### src/dma_chan_map.svh
// dma_chan_map.svh: register offsets, field positions and reset values of the dma channel
// assumes inclusion by every file that decodes channel registers
`ifndef DMA_CHAN_MAP_SVH
`define DMA_CHAN_MAP_SVH
`define OFF_GCFG      12'h000
`define OFF_EN        12'h004
`define OFF_STAT      12'h024
`define OFF_CHER      12'h028
`define OFF_CHDR      12'h02c
`define OFF_CHSR      12'h030
`define OFF_SADDR     12'h03c
`define OFF_DADDR     12'h040
`define OFF_DSCR      12'h044
`define OFF_CTRLA     12'h048
`define OFF_CTRLB     12'h04c
`define OFF_CFG       12'h050
`define OFF_WPMR      12'h1e4
`define OFF_WPSR      12'h1e8
`define RST_GCFG      32'h0000_0010
`define RST_CFG       32'h0100_0000
`define CA_SIZE_LSB   0
`define CA_SIZE_W     16
`define CA_SRCW_LSB   24
`define CA_DSTW_LSB   28
`define CA_DONE_BIT   31
`define CB_NODSCR_BIT 16
`define CB_FC_BIT     21
`define CB_AUTO_BIT   31
`define CFG_SRCHW_BIT 9
`define CH_EN_BIT     0
`define CH_SUSP_BIT   8
`define CH_EMPTY_BIT  16
`define WPSR_SRC_LSB  8
`define HT_IDLE       2'b00
`define HT_NONSEQ     2'b10
`define LLI_CTRLA_OFF 32'h0000_000c
`define LLI_LAST_IDX  3'h4
`endif

### src/dma_chan_pkg.sv
// dma_chan_pkg.sv: types shared by the dma channel files
// assumes no other package
package dma_chan_pkg;
  typedef enum logic [3:0] {
    ST_IDLE  = 4'b0001,
    ST_FETCH = 4'b0010,
    ST_RUN   = 4'b0100,
    ST_WBACK = 4'b1000
  } chan_state_e;
  typedef logic [1:0] xfer_width_t;
endpackage

### src/chan_byte_fifo.sv
// chan_byte_fifo.sv: byte fifo of the channel, pushes and pops one to four bytes
// assumes the caller never overfills or overdrains it
`timescale 1ns/1ps
module chan_byte_fifo #(
  parameter int DEPTH = 16,
  parameter int AW    = 4
) (
  input  wire logic          hclk,
  input  wire logic          hresetn,
  input  wire logic          clr,
  input  wire logic          push,
  input  wire logic [2:0]    push_n,
  input  wire logic [31:0]   push_data,
  input  wire logic          pop,
  input  wire logic [2:0]    pop_n,
  output logic      [31:0]   peek,
  output logic      [AW:0]   count
);
  logic [7:0]    mem_q [DEPTH];
  logic [AW-1:0] wr_q;
  logic [AW-1:0] rd_q;
  logic [AW:0]   cnt_q;

  always_ff @(posedge hclk) begin
    for (int i = 0; i < 4; i++) begin
      if (push && (3'(i) < push_n)) begin
        mem_q[wr_q + AW'(i)] <= push_data[8*i +: 8];
      end
    end
  end

  always_ff @(posedge hclk or negedge hresetn) begin
    if (!hresetn) begin
      wr_q  <= '0;
      rd_q  <= '0;
      cnt_q <= '0;
    end else if (clr) begin
      wr_q  <= '0;
      rd_q  <= '0;
      cnt_q <= '0;
    end else begin
      if (push) begin
        wr_q <= wr_q + AW'(push_n);
      end
      if (pop) begin
        rd_q <= rd_q + AW'(pop_n);
      end
      cnt_q <= cnt_q + (push ? (AW+1)'(push_n) : '0) - (pop ? (AW+1)'(pop_n) : '0);
    end
  end

  genvar g;
  for (g = 0; g < 4; g++) begin : g_peek
    assign peek[8*g +: 8] = mem_q[rd_q + AW'(g)];
  end
  assign count = cnt_q;
endmodule

### src/dma_chan.sv
// dma_chan.sv: one dma channel with list fetch, writeback, suspend, abort and write protection
// assumes an ahb-lite register master, an ahb-lite memory slave, one clock hclk
// Function
// - fetch five item words, destination word ignored
// - write back only control a, same place
// - done bit set in written-back word
// - fetch next item at once, destination untouched
// - end of buffer checks final setting
// - final buffer raises chain flag, disables channel
// - enable starts channel, hardware clears it
// - suspend stops source reads, destination drains
// - empty flag when no destination word fits
// - resume bit leaves suspension, runs to end
// - disable only requests stop, status stays
// - disable discards fifo contents
// - disable may leave source handshake unacknowledged
// - write protection blocks writes to gcfg, en and saddr through cfg, records violation
// - reading protection status clears violation
// - zero size with controller flow disables
// - auto mode reloads size, fetch keeps it
`timescale 1ns/1ps
`include "dma_chan_map.svh"
module dma_chan
  import dma_chan_pkg::*;
#(
  parameter int FIFO_DEPTH = 16,
  parameter int FIFO_AW    = 4
) (
  input  wire logic        hclk,
  input  wire logic        hresetn,
  input  wire logic        hsel,
  input  wire logic [31:0] haddr,
  input  wire logic [1:0]  htrans,
  input  wire logic        hwrite,
  input  wire logic [2:0]  hsize,
  input  wire logic [31:0] hwdata,
  input  wire logic        hready,
  output logic             hreadyout,
  output logic      [31:0] hrdata,
  output logic             hresp,
  output logic      [31:0] m_haddr,
  output logic      [1:0]  m_htrans,
  output logic             m_hwrite,
  output logic      [2:0]  m_hsize,
  output logic      [31:0] m_hwdata,
  input  wire logic [31:0] m_hrdata,
  input  wire logic        m_hready,
  input  wire logic        src_req,
  output logic             src_ack
);
  logic [11:0]        addr_q;
  logic               wr_pend_q;
  logic               rd_pend_q;
  logic               hreadyout_q;
  logic [31:0]        hrdata_q;
  logic [31:0]        rd_mux;
  logic [31:0]        gcfg_q;
  logic               glob_en_q;
  logic               wprot_on;
  logic               wprot_violation;
  logic [15:0]        wprot_violation_src;
  logic [31:0]        source_addr_reg;
  logic [31:0]        dest_addr_reg;
  logic [31:0]        descriptor_pointer;
  logic [31:0]        control_a_reg;
  logic [31:0]        control_b_reg;
  logic [31:0]        cfg_q;
  logic [31:0]        lli_q;
  logic               en_q;
  logic               susp_q;
  logic               term_q;
  logic               btc_q;
  logic               cbtc_q;
  logic               list_q;
  logic               dph_q;
  logic               op_src_q;
  logic               fclr_q;
  logic               src_ack_q;
  logic [2:0]         idx_q;
  logic [15:0]        rem_q;
  chan_state_e        state_q;
  logic [31:0]        m_haddr_q;
  logic [31:0]        m_hwdata_q;
  logic [1:0]         m_htrans_q;
  logic               m_hwrite_q;
  logic [2:0]         m_hsize_q;
  logic [31:0]        peek;
  logic [FIFO_AW:0]   fcnt;
  logic [FIFO_AW:0]   fspace;
  xfer_width_t        src_w;
  xfer_width_t        dst_w;
  logic [2:0]         src_n;
  logic [2:0]         dst_n;
  logic [15:0]        size_f;
  logic               wr_prot;
  logic               wr_ok;
  logic               wr_cher;
  logic               wr_chdr;
  logic               idle_bus;
  logic               issue;
  logic               can_src;
  logic               can_dst;
  logic               final_buf;
  logic               fifo_empty_flag;
  logic               done_ph;
  logic               push;
  logic               pop;

  assign src_w           = control_a_reg[`CA_SRCW_LSB +: 2];
  assign dst_w           = control_a_reg[`CA_DSTW_LSB +: 2];
  assign src_n           = 3'd1 << src_w;
  assign dst_n           = 3'd1 << dst_w;
  assign size_f          = control_a_reg[`CA_SIZE_LSB +: `CA_SIZE_W];
  assign fspace          = (FIFO_AW+1)'(FIFO_DEPTH) - fcnt;
  assign wr_prot         = wprot_on && (addr_q == `OFF_GCFG || addr_q == `OFF_EN ||
                           (addr_q >= `OFF_SADDR && addr_q <= `OFF_CFG));
  assign wr_ok           = wr_pend_q && !wr_prot;
  assign wr_cher         = wr_ok && addr_q == `OFF_CHER;
  assign wr_chdr         = wr_ok && addr_q == `OFF_CHDR;
  assign idle_bus        = !dph_q && m_htrans_q == `HT_IDLE;
  assign issue           = state_q == ST_RUN && idle_bus && !term_q;
  assign final_buf       = descriptor_pointer == 32'h0 && !control_b_reg[`CB_AUTO_BIT];
  assign can_dst         = fcnt >= (FIFO_AW+1)'(dst_n);
  assign can_src         = rem_q != 16'h0 && !susp_q && fspace >= (FIFO_AW+1)'(src_n) &&
                           (!cfg_q[`CFG_SRCHW_BIT] || src_req);
  assign fifo_empty_flag = fcnt < (FIFO_AW+1)'(dst_n);
  assign done_ph         = dph_q && m_hready;
  assign push            = state_q == ST_RUN && done_ph && op_src_q;
  assign pop             = issue && can_dst;

  chan_byte_fifo #(
    .DEPTH (FIFO_DEPTH),
    .AW    (FIFO_AW)
  ) u_fifo (
    .hclk      (hclk),
    .hresetn   (hresetn),
    .clr       (fclr_q),
    .push      (push),
    .push_n    (src_n),
    .push_data (m_hrdata >> {source_addr_reg[1:0], 3'b000}),
    .pop       (pop),
    .pop_n     (dst_n),
    .peek      (peek),
    .count     (fcnt)
  );

  always_comb begin
    rd_mux = 32'h0;
    case (addr_q)
      `OFF_GCFG:  rd_mux = gcfg_q;
      `OFF_EN:    rd_mux = {31'h0, glob_en_q};
      `OFF_STAT:  rd_mux = {30'h0, cbtc_q, btc_q};
      `OFF_CHSR:  rd_mux = {15'h0, fifo_empty_flag, 7'h0, susp_q, 7'h0, en_q};
      `OFF_SADDR: rd_mux = source_addr_reg;
      `OFF_DADDR: rd_mux = dest_addr_reg;
      `OFF_DSCR:  rd_mux = descriptor_pointer;
      `OFF_CTRLA: rd_mux = control_a_reg;
      `OFF_CTRLB: rd_mux = control_b_reg;
      `OFF_CFG:   rd_mux = cfg_q;
      `OFF_WPMR:  rd_mux = {31'h0, wprot_on};
      `OFF_WPSR:  rd_mux = {8'h0, wprot_violation_src, 7'h0, wprot_violation};
      default:    rd_mux = 32'h0;
    endcase
  end

  // register slave: writes zero wait, reads one wait state
  always_ff @(posedge hclk or negedge hresetn) begin
    if (!hresetn) begin
      addr_q      <= 12'h0;
      wr_pend_q   <= 1'b0;
      rd_pend_q   <= 1'b0;
      hreadyout_q <= 1'b1;
      hrdata_q    <= 32'h0;
    end else if (hsel && hready && htrans[1]) begin
      addr_q      <= haddr[11:0];
      wr_pend_q   <= hwrite;
      rd_pend_q   <= !hwrite;
      hreadyout_q <= hwrite;
    end else begin
      wr_pend_q <= 1'b0;
      if (rd_pend_q) begin
        rd_pend_q   <= 1'b0;
        hreadyout_q <= 1'b1;
        hrdata_q    <= rd_mux;
      end
    end
  end

  // global registers and write protection
  always_ff @(posedge hclk or negedge hresetn) begin
    if (!hresetn) begin
      gcfg_q              <= `RST_GCFG;
      glob_en_q           <= 1'b0;
      wprot_on            <= 1'b0;
      wprot_violation     <= 1'b0;
      wprot_violation_src <= 16'h0;
    end else begin
      if (wr_ok && addr_q == `OFF_GCFG) begin
        gcfg_q <= hwdata;
      end
      if (wr_ok && addr_q == `OFF_EN) begin
        glob_en_q <= hwdata[0];
      end
      if (wr_ok && addr_q == `OFF_WPMR) begin
        wprot_on <= hwdata[0];
      end
      if (rd_pend_q && addr_q == `OFF_WPSR) begin
        wprot_violation <= 1'b0;
      end
      if (wr_pend_q && wr_prot) begin
        wprot_violation     <= 1'b1;
        wprot_violation_src <= {4'h0, addr_q};
      end
    end
  end

  // channel registers, sequencer and memory master
  always_ff @(posedge hclk or negedge hresetn) begin
    if (!hresetn) begin
      source_addr_reg    <= 32'h0;
      dest_addr_reg      <= 32'h0;
      descriptor_pointer <= 32'h0;
      control_a_reg      <= 32'h0;
      control_b_reg      <= 32'h0;
      cfg_q              <= `RST_CFG;
      lli_q              <= 32'h0;
      en_q               <= 1'b0;
      susp_q             <= 1'b0;
      term_q             <= 1'b0;
      btc_q              <= 1'b0;
      cbtc_q             <= 1'b0;
      list_q             <= 1'b0;
      dph_q              <= 1'b0;
      op_src_q           <= 1'b0;
      fclr_q             <= 1'b0;
      src_ack_q          <= 1'b0;
      idx_q              <= 3'h0;
      rem_q              <= 16'h0;
      state_q            <= ST_IDLE;
      m_haddr_q          <= 32'h0;
      m_hwdata_q         <= 32'h0;
      m_htrans_q         <= `HT_IDLE;
      m_hwrite_q         <= 1'b0;
      m_hsize_q          <= 3'h2;
    end else begin
      src_ack_q <= 1'b0;
      fclr_q    <= 1'b0;
      if (m_htrans_q == `HT_NONSEQ && m_hready) begin
        m_htrans_q <= `HT_IDLE;
        dph_q      <= 1'b1;
      end
      if (done_ph) begin
        dph_q <= 1'b0;
      end
      if (rd_pend_q && addr_q == `OFF_STAT) begin
        btc_q  <= 1'b0;
        cbtc_q <= 1'b0;
      end
      if (wr_ok) begin
        case (addr_q)
          `OFF_SADDR: source_addr_reg    <= hwdata;
          `OFF_DADDR: dest_addr_reg      <= hwdata;
          `OFF_DSCR:  descriptor_pointer <= hwdata;
          `OFF_CTRLA: control_a_reg      <= hwdata;
          `OFF_CTRLB: control_b_reg      <= hwdata;
          `OFF_CFG:   cfg_q              <= hwdata;
          default:    ;
        endcase
      end
      if (wr_cher && hwdata[`CH_SUSP_BIT] && en_q) begin
        susp_q <= 1'b1;
      end
      if (wr_chdr && hwdata[`CH_SUSP_BIT]) begin
        susp_q <= 1'b0;
      end
      if (en_q && ((wr_chdr && hwdata[`CH_EN_BIT]) ||
                   (wr_ok && addr_q == `OFF_EN && !hwdata[0]))) begin
        term_q <= 1'b1;
      end
      if (term_q && idle_bus) begin
        state_q <= ST_IDLE;
        en_q    <= 1'b0;
        term_q  <= 1'b0;
        susp_q  <= 1'b0;
        fclr_q  <= 1'b1;
      end else begin
        case (state_q)
          ST_IDLE: begin
            if (wr_cher && hwdata[`CH_EN_BIT] && glob_en_q) begin
              if (!control_b_reg[`CB_NODSCR_BIT]) begin
                lli_q   <= descriptor_pointer;
                idx_q   <= 3'h0;
                list_q  <= 1'b1;
                en_q    <= 1'b1;
                state_q <= ST_FETCH;
              end else if (control_b_reg[`CB_FC_BIT] || size_f != 16'h0) begin
                rem_q   <= size_f;
                list_q  <= 1'b0;
                en_q    <= 1'b1;
                state_q <= ST_RUN;
              end
            end
          end
          ST_FETCH: begin
            if (idle_bus && !term_q) begin
              m_htrans_q <= `HT_NONSEQ;
              m_haddr_q  <= lli_q + {27'h0, idx_q, 2'b00};
              m_hwrite_q <= 1'b0;
              m_hsize_q  <= 3'h2;
            end
            if (done_ph) begin
              case (idx_q)
                3'h0: source_addr_reg    <= m_hrdata;
                3'h2: descriptor_pointer <= m_hrdata;
                3'h3: control_a_reg      <= control_b_reg[`CB_AUTO_BIT] ?
                        {m_hrdata[31:16], control_a_reg[15:0]} : m_hrdata;
                3'h4: control_b_reg      <= m_hrdata;
                default: ;
              endcase
              idx_q <= idx_q + 3'h1;
              if (idx_q == `LLI_LAST_IDX) begin
                rem_q   <= size_f;
                state_q <= ST_RUN;
                if (!m_hrdata[`CB_FC_BIT] && size_f == 16'h0) begin
                  state_q <= ST_IDLE;
                  en_q    <= 1'b0;
                end
              end
            end
          end
          ST_RUN: begin
            if (issue && can_dst) begin
              m_htrans_q <= `HT_NONSEQ;
              m_haddr_q  <= dest_addr_reg;
              m_hwrite_q <= 1'b1;
              m_hsize_q  <= {1'b0, dst_w};
              m_hwdata_q <= peek << {dest_addr_reg[1:0], 3'b000};
              op_src_q   <= 1'b0;
            end else if (issue && can_src) begin
              m_htrans_q <= `HT_NONSEQ;
              m_haddr_q  <= source_addr_reg;
              m_hwrite_q <= 1'b0;
              m_hsize_q  <= {1'b0, src_w};
              op_src_q   <= 1'b1;
            end else if (issue && rem_q == 16'h0) begin
              control_a_reg[`CA_DONE_BIT] <= 1'b1;
              btc_q  <= 1'b1;
              fclr_q <= 1'b1;
              idx_q  <= 3'h0;
              if (list_q) begin
                state_q <= ST_WBACK;
              end else if (final_buf) begin
                cbtc_q  <= 1'b1;
                en_q    <= 1'b0;
                state_q <= ST_IDLE;
              end else begin
                rem_q <= size_f;
              end
            end
            if (done_ph && op_src_q) begin
              source_addr_reg <= source_addr_reg + {29'h0, src_n};
              rem_q           <= rem_q - 16'h1;
              src_ack_q       <= cfg_q[`CFG_SRCHW_BIT] && !term_q;
            end else if (done_ph) begin
              dest_addr_reg <= dest_addr_reg + {29'h0, dst_n};
            end
          end
          ST_WBACK: begin
            if (idle_bus && !term_q && idx_q == 3'h0) begin
              m_htrans_q <= `HT_NONSEQ;
              m_haddr_q  <= lli_q + `LLI_CTRLA_OFF;
              m_hwrite_q <= 1'b1;
              m_hsize_q  <= 3'h2;
              m_hwdata_q <= control_a_reg;
              idx_q      <= 3'h1;
            end
            if (done_ph) begin
              idx_q <= 3'h0;
              if (final_buf) begin
                cbtc_q  <= 1'b1;
                btc_q   <= 1'b1;
                en_q    <= 1'b0;
                state_q <= ST_IDLE;
              end else begin
                lli_q   <= descriptor_pointer;
                state_q <= ST_FETCH;
              end
            end
          end
          default: state_q <= ST_IDLE;
        endcase
      end
    end
  end

  assign hreadyout = hreadyout_q;
  assign hrdata    = hrdata_q;
  assign hresp     = 1'b0;
  assign m_haddr   = m_haddr_q;
  assign m_htrans  = m_htrans_q;
  assign m_hwrite  = m_hwrite_q;
  assign m_hsize   = m_hsize_q;
  assign m_hwdata  = m_hwdata_q;
  assign src_ack   = src_ack_q;
endmodule

### config.mk
export PLATFORM = sky130hd
export DESIGN_NAME = dma_chan
export DESIGN_NICKNAME = d
export VERILOG_FILES = /design/src/dma_chan_pkg.sv /design/src/chan_byte_fifo.sv /design/src/dma_chan.sv
export VERILOG_INCLUDE_DIRS = /design/src
export SDC_FILE = /design/constraint.sdc
export NUM_CORES = 2
export LEC_CHECK = 0
export BUFFER_PORTS_ARGS = -buffer_cell sky130_fd_sc_hd__buf_4
export CAP_MARGIN = 20
export CORE_MARGIN = 1
export CORE_UTILIZATION = 35
export CTS_CLUSTER_DIAMETER = 60
export DETAILED_ROUTE_END_ITERATION = 7
export GPL_ROUTABILITY_DRIVEN = 0
export GPL_TIMING_DRIVEN = 0
export PLACE_DENSITY = 0.63
export SLEW_MARGIN = 5
export SYNTH_ARGS = -nofsm -noshare
export SYNTH_HDL_FRONTEND = slang
export SYNTH_HIERARCHICAL = 1
export SYNTH_SLANG_ARGS = --single-unit
### constraint.sdc
create_clock -name hclk -period 5.08 [get_ports hclk]
set_input_delay 0.254 -clock hclk [delete_from_list [all_inputs] [get_ports hclk]]
set_output_delay 0.254 -clock hclk [all_outputs]
set_load 0.05 [all_outputs]
======== After elaboration in Yosys (flattened, before gate mapping) ========
Memories as Yosys holds them, arrays and structs flattened.
Cells that the tools add are included.
word-level totals
  register bits ........................... 434
  bits in writable memories ............... 128
  input bits .............................. 108
  output and inout port bits .............. 105
  memories ................................ 1
memory list
  memory        depth  width  read ports  clocked after memory_dff  write ports  RTL line              text
  u_fifo.mem_q  16     8      4           0                         4            chan_byte_fifo.sv:19  logic [7:0] mem_q [DEPTH];
operators by class
  $add $sub $neg .......................... 17
  magnitude comparators ................... 9
  equal/unequal tests ..................... 55
  shift-type cells ........................ 4
  mux-type cells .......................... 174
  bitwise operators ....................... 2
  reduce and logical (&&, ||, !) cells .... 92
operators with widths
  operator               count
  $mux 32                39
  $pmux 32 s12           1
  $mux 16                12
  $pmux 32 s2            3
  $pmux 32 s3            1
  $mux 1                 68
  $add 32x3->32          2
  $mux 4                 16
  $eq 12x6->1 const B    5
  $eq 12x7->1 const B    5
  $pmux 16 s3            1
  $logic_and 1x1->1      45
  $mux 3                 15
  $add 32x4->32 const B  1
  $add 32x5->32          1
  $logic_not 16->1       2
  $logic_not 32->1       1
  $reduce_bool 16->1     2
  $shl 32x5->32          1
  $shr 32x5->32          1
  $mux 31                1
  $ne 3x3->1 const B     9
  $eq 12x9->1 const B    2
  $ne 2x2->1 const B     12
  56 further kinds       107

======== Depth between registers and ports, before layout ========
  word-level depth ........................ 12
  gate-level depth with buffers ........... 20

======== Cells and area by module ========
Netlist, hierarchy kept.
modules (own cells, without submodules)
  module          times used  cells each  area each (sq um)  sequential area each (sq um)
  dma_chan        1           2500        23792.8            10516.3
  chan_byte_fifo  1           1317        13794.5            4169.0

======== Worst setup path before layout ========
No wires, ideal clock.
  path kind ............................... flip-flop to flip-flop
  from .................................... register u_fifo.rd_q[1]
  to ...................................... register m_hwdata_q[17] (netlist: m_hwdata[17])
  arrival time ............................ 4247 ps
  setup slack ............................. 697 ps
  cell stages (with the launch flop) ...... 15
  buffers on the path ..................... 4
  period minus slack after synthesis ...... 4383 ps
  cells stage by stage .................... dfrtp_1 > clkbuf_1 > buf_2 > clkbuf_1 > clkinv_1 > ha_1 > buf_1 > mux4_2 > and2_1 > a211oi_1 > a21oi_1 > mux2_2 > a221o_1 > o21ai_0 > o21ai_0
on the way
  cells in the longest elaborated chain, start to end .. 5
RTL lines
  what                    RTL line              text
  start, declared         chan_byte_fifo.sv:21  logic [AW-1:0] rd_q;
  start signal, assigned  chan_byte_fifo.sv:46  rd_q <= rd_q + AW'(pop_n);
  $add 4x1->4             chan_byte_fifo.sv:54  assign peek[8*g +: 8] = mem_q[rd_q + AW'(g)];
  $mem_v2 16x8            --
  net peek[9]             dma_chan.sv:87        logic [31:0] peek;
  $shl 32x5->32           dma_chan.sv:337       m_hwdata_q <= peek << {dest_addr_reg[1:0], 3'b000};
  $mux 32                 dma_chan.sv:332       if (issue && can_dst) begin
  $pmux 32 s2             dma_chan.sv:287       case (state_q)
  end signal, assigned    dma_chan.sv:337
  end signal, assigned    dma_chan.sv:374       m_hwdata_q <= control_a_reg;
  end, declared           dma_chan.sv:83        logic [31:0] m_hwdata_q;
The timed path passes the listed nets, and every way through them passes these cells. The select of a mux whose other input is x is not followed.
A chain may end at the register's enable or synchronous reset.

======== Worst setup path after layout ========
  from .................................... register control_a_reg[29]
  to ...................................... register m_haddr_q[31] (netlist: m_haddr[31])
on the way
  cells in the longest elaborated chain, start to end .. 5
RTL lines
  what                                                       RTL line         text
  start, declared                                            dma_chan.sv:65   logic [31:0] control_a_reg;
  start signal, assigned                                     dma_chan.sv:264  `OFF_CTRLA: control_a_reg <= hwdata;
  start signal, assigned                                     dma_chan.sv:315  3'h3: control_a_reg <= control_b_reg[`CB_AUTO_BIT] ?
  $shl 1x2->3 (*)                                            dma_chan.sv:112  assign dst_n = 3'd1 << dst_w;
  $ge 5x3->1 (*)                                             dma_chan.sv:123  assign can_dst = fcnt >= (FIFO_AW+1)'(dst_n);
  $logic_and 1x1->1 (*)                                      dma_chan.sv:332
  $ne 3x1->1 (no line) or $mux 32 (tied branches)            --
  $reduce_and 5->1 (no line) or $pmux 32 s3 (tied branches)  --
  end signal, assigned                                       dma_chan.sv:334  m_haddr_q <= dest_addr_reg;
  end signal, assigned                                       dma_chan.sv:341  m_haddr_q <= source_addr_reg;
  end signal, assigned                                       dma_chan.sv:371  m_haddr_q <= lli_q + `LLI_CTRLA_OFF;
  end, declared                                              dma_chan.sv:82   logic [31:0] m_haddr_q;
Mark *: on every way between the ends. The rest lies on a longest branch, timed or not.

==> flow_metrics.env <==
export IMPL_outcome="finished with violations"
export IMPL_violations="DRC"
export IMPL_cts_root_buf="clkbuf_16"
export IMPL_met1_usage=0.383
export IMPL_synth_top_area_share=0.285
export IMPL_htreeDepth=3
export IMPL_drive_above_1_share=0.176
export IMPL_syn_inst=3817
export IMPL_synthToLayoutAreaGrowth_pct=19.0
export IMPL_overflow=0
export IMPL_place_hpwl_mm=129
export IMPL_yosys_mux_area_fraction=0.207
export IMPL_startpoint_type="flop"
export IMPL_grt_pass1_wl_mm=246
export IMPL_largest_reg_flops=128
export IMPL_syn_cell_area_mm2=0.0376
export IMPL_boundaryPins=213
export IMPL_synth_seq_cells=561
export IMPL_routed_via_density=6.57
export IMPL_first_iter_violations=6460
export IMPL_die_w_um=330
export IMPL_regMostFlops="u_fifo/mem_q"
export IMPL_whs_ps=49.2
export IMPL_fmax_mhz=198
export IMPL_reg2reg_depth=12
export IMPL_use_met3=0.108
export IMPL_yosys_area_top_type="dfrtp_1"
export IMPL_crit_slowest_cell="clkbuf_1"
export IMPL_synth_top_family_by_area="multiplexers"
export IMPL_gr_max_usage_layer="met2"
export IMPL_drv_cap=0
export IMPL_num_vias=37183
export IMPL_die_area_mm2=0.109
export IMPL_first_pass_iters=8
export IMPL_worst_pin_slew_ps=1360
export IMPL_ir_worst_vdd_mv=0.376
export IMPL_initial_core_util=0.355
export IMPL_synth_area_leaders="dfrtp_1 28%, edfxtp_1 10%, mux4_2 7.5%"
export IMPL_cts_clk_slew_worst_paths_ps=60
export IMPL_power_density_mw_per_mm2=464
export IMPL_async_flop_share=0.772
export IMPL_ys_top_cells_by_count="464 x nand2_1, 428 x dfrtp_1, 280 x mux2i_1"
export IMPL_wirelength_mm=173
export IMPL_fin_tns_setup_ps=0
export IMPL_drc=40
export IMPL_clk_latency_ps=710
export IMPL_synthXorXnorAreaFrac=0.0193
export IMPL_leakagePower_nw=18.7
export IMPL_fp_row_count=119
export IMPL_yosys_area_share_simple=0.145
export IMPL_yosysWarnings=6
export IMPL_seq_area_frac_synth=0.391
export IMPL_period_needed_ps=5040
export IMPL_path_cells="nand2b_1 -> ha_1 -> nor3_1 -> and2_1 -> a21o_1 -> inv_2 -> a31o_2 -> o311ai_2 -> buf_4 -> clkbuf_1 -> nand2_1 -> o21ai_1"
export IMPL_clock_sinks=561
export IMPL_numCtsBuffers=74
export IMPL_rsz0062_at_grt="no"
export IMPL_setup_viol_count_final=0
export IMPL_pre_cts_ws_ps=-898
export IMPL_place_port_buffers=186
export IMPL_worstPathArrival_ps=5630
export IMPL_cp_end_kind="flop"
export IMPL_fp_dieH_um=330
export IMPL_drt_wirelength_per_cell_um=30.6
export IMPL_slew_violations=0
export IMPL_fin_crit_sh=0.992
export IMPL_grt_pass1_vias=34788
export IMPL_core_mm2=0.106
export IMPL_clock_skew_ps=61.5
export IMPL_avgSynthCellArea_um2=9.85
export IMPL_crit_path_max_fanout=12
export IMPL_final_nets=4362
export IMPL_use_met2=0.450
export IMPL_min_path_type="in -> reg"
export IMPL_relSlewSlack=0.0901
export IMPL_synth_most_common_cell="nand2_1"
export IMPL_grt_max_degree=111
export IMPL_track_usage=0.311
export IMPL_min_path_cells=4
export IMPL_ys_types=99
export IMPL_power_mw=20.7
export IMPL_cts_tree="built"
export IMPL_synthAdderAreaFrac=0.0170
export IMPL_hold_viol=0
export IMPL_critical_path_required_ps=5670
export IMPL_ant_nets=0
export IMPL_max_stage_delay_ps=940
export IMPL_synth_edf_count=128
export IMPL_path_class="reg -> reg"
export IMPL_grt_antenna_before_repair=9
export IMPL_setup_ws_ps=41.8
export IMPL_synth_top_flop_cell="dfrtp_1"
export IMPL_cts_max_path_buffers=3
export IMPL_synth_compound_area_frac=0.179
## cell families (layout without fill, tap and decap cells)
family,Yosys count,count (layout)
simple gates,1148,1148
compound gates,1010,1010
mux,598,598
flops,561,561
buf+inv,371,821
xor+xnor,81,81
fa+ha+maj,47,47
other cells,1,5
## final timing paths
| kind | start | end | slack [ps] |
|---|---|---|---|
| worst max register to register | control_a_reg[29] | m_haddr[31] | 40 |
| worst min-delay path | hwdata[0] | source_addr_reg[0] | 50 |
| worst min register to register | m_hsize[1] | m_hsize[1] | 480 |
| max in group asynchronous | hresetn | m_hwdata[29] | 3560 |
| min in group asynchronous | hresetn | cfg_q[31] | 110 |
| worst max-delay path | control_a_reg[29] | m_haddr[31] | 40 |
## worst max-delay path: cells and delay by family (launching register included)
family / cells / cell delay (ps)
flops: 1 / 700
compound gates: 4 / 1400
fa+ha+maj: 1 / 220
buf+inv: 3 / 1550
simple gates: 4 / 1030
## timing repair
item                                    CTS  global route
endpoints found under the setup margin   86           197
endpoints found under the hold margin   292             0
setup buffers                             1             0
resized for setup                        10            16
pin swaps                                 1             0
hold buffers                            107             0
## layer usage
layer / wire (um) / up-vias
met5: 66 / -
met4: 15900 / 8
met3: 24500 / 831
met2: 71800 / 3167
met1: 61100 / 17985
li1: - / 15192
## area by class of cell
cell class / count / area (um2)
buffer: 310 / 1320
multi-input combinational: 2886 / 21400
fill: 10230 / 61100
clock buffer: 89 / 2000
inverter: 58 / 219
timing repair buffer: 316 / 2740
sequential: 561 / 14700
tap: 1391 / 1740
clock inverter: 48 / 571
antenna: 3 / 7.51
## report_power, final
part           leakage (nW)  switching, mW  internal, mW
Sequential             6.71          0.516          5.16
Combinational          10.7           5.99          3.53
Clock                  1.24           2.35          3.20
## metrics by stage
stage,area (um2),std cells,util
2_1_floorplan,37600,3818,-
3_3_place_gp,40700,5395,0.385
3_5_place_dp,41000,5411,0.387
4_1_cts,44600,5654,0.421
5_1_grt,44700,5659,0.422
6_report,44700,5662,0.422
## layout by cell type, fill, tap and decap left out, drive strengths merged, types with 107 or more instances in the layout
cell type and count:
a21oi 152, buf 314, clkbuf 293, dfrtp 428, dlygate4sd3 107, edfxtp 128, mux2 193, mux2i 280
mux4 125, nand2 465, nor2 274, o21ai 287
(Power assumes the default switching activity.)
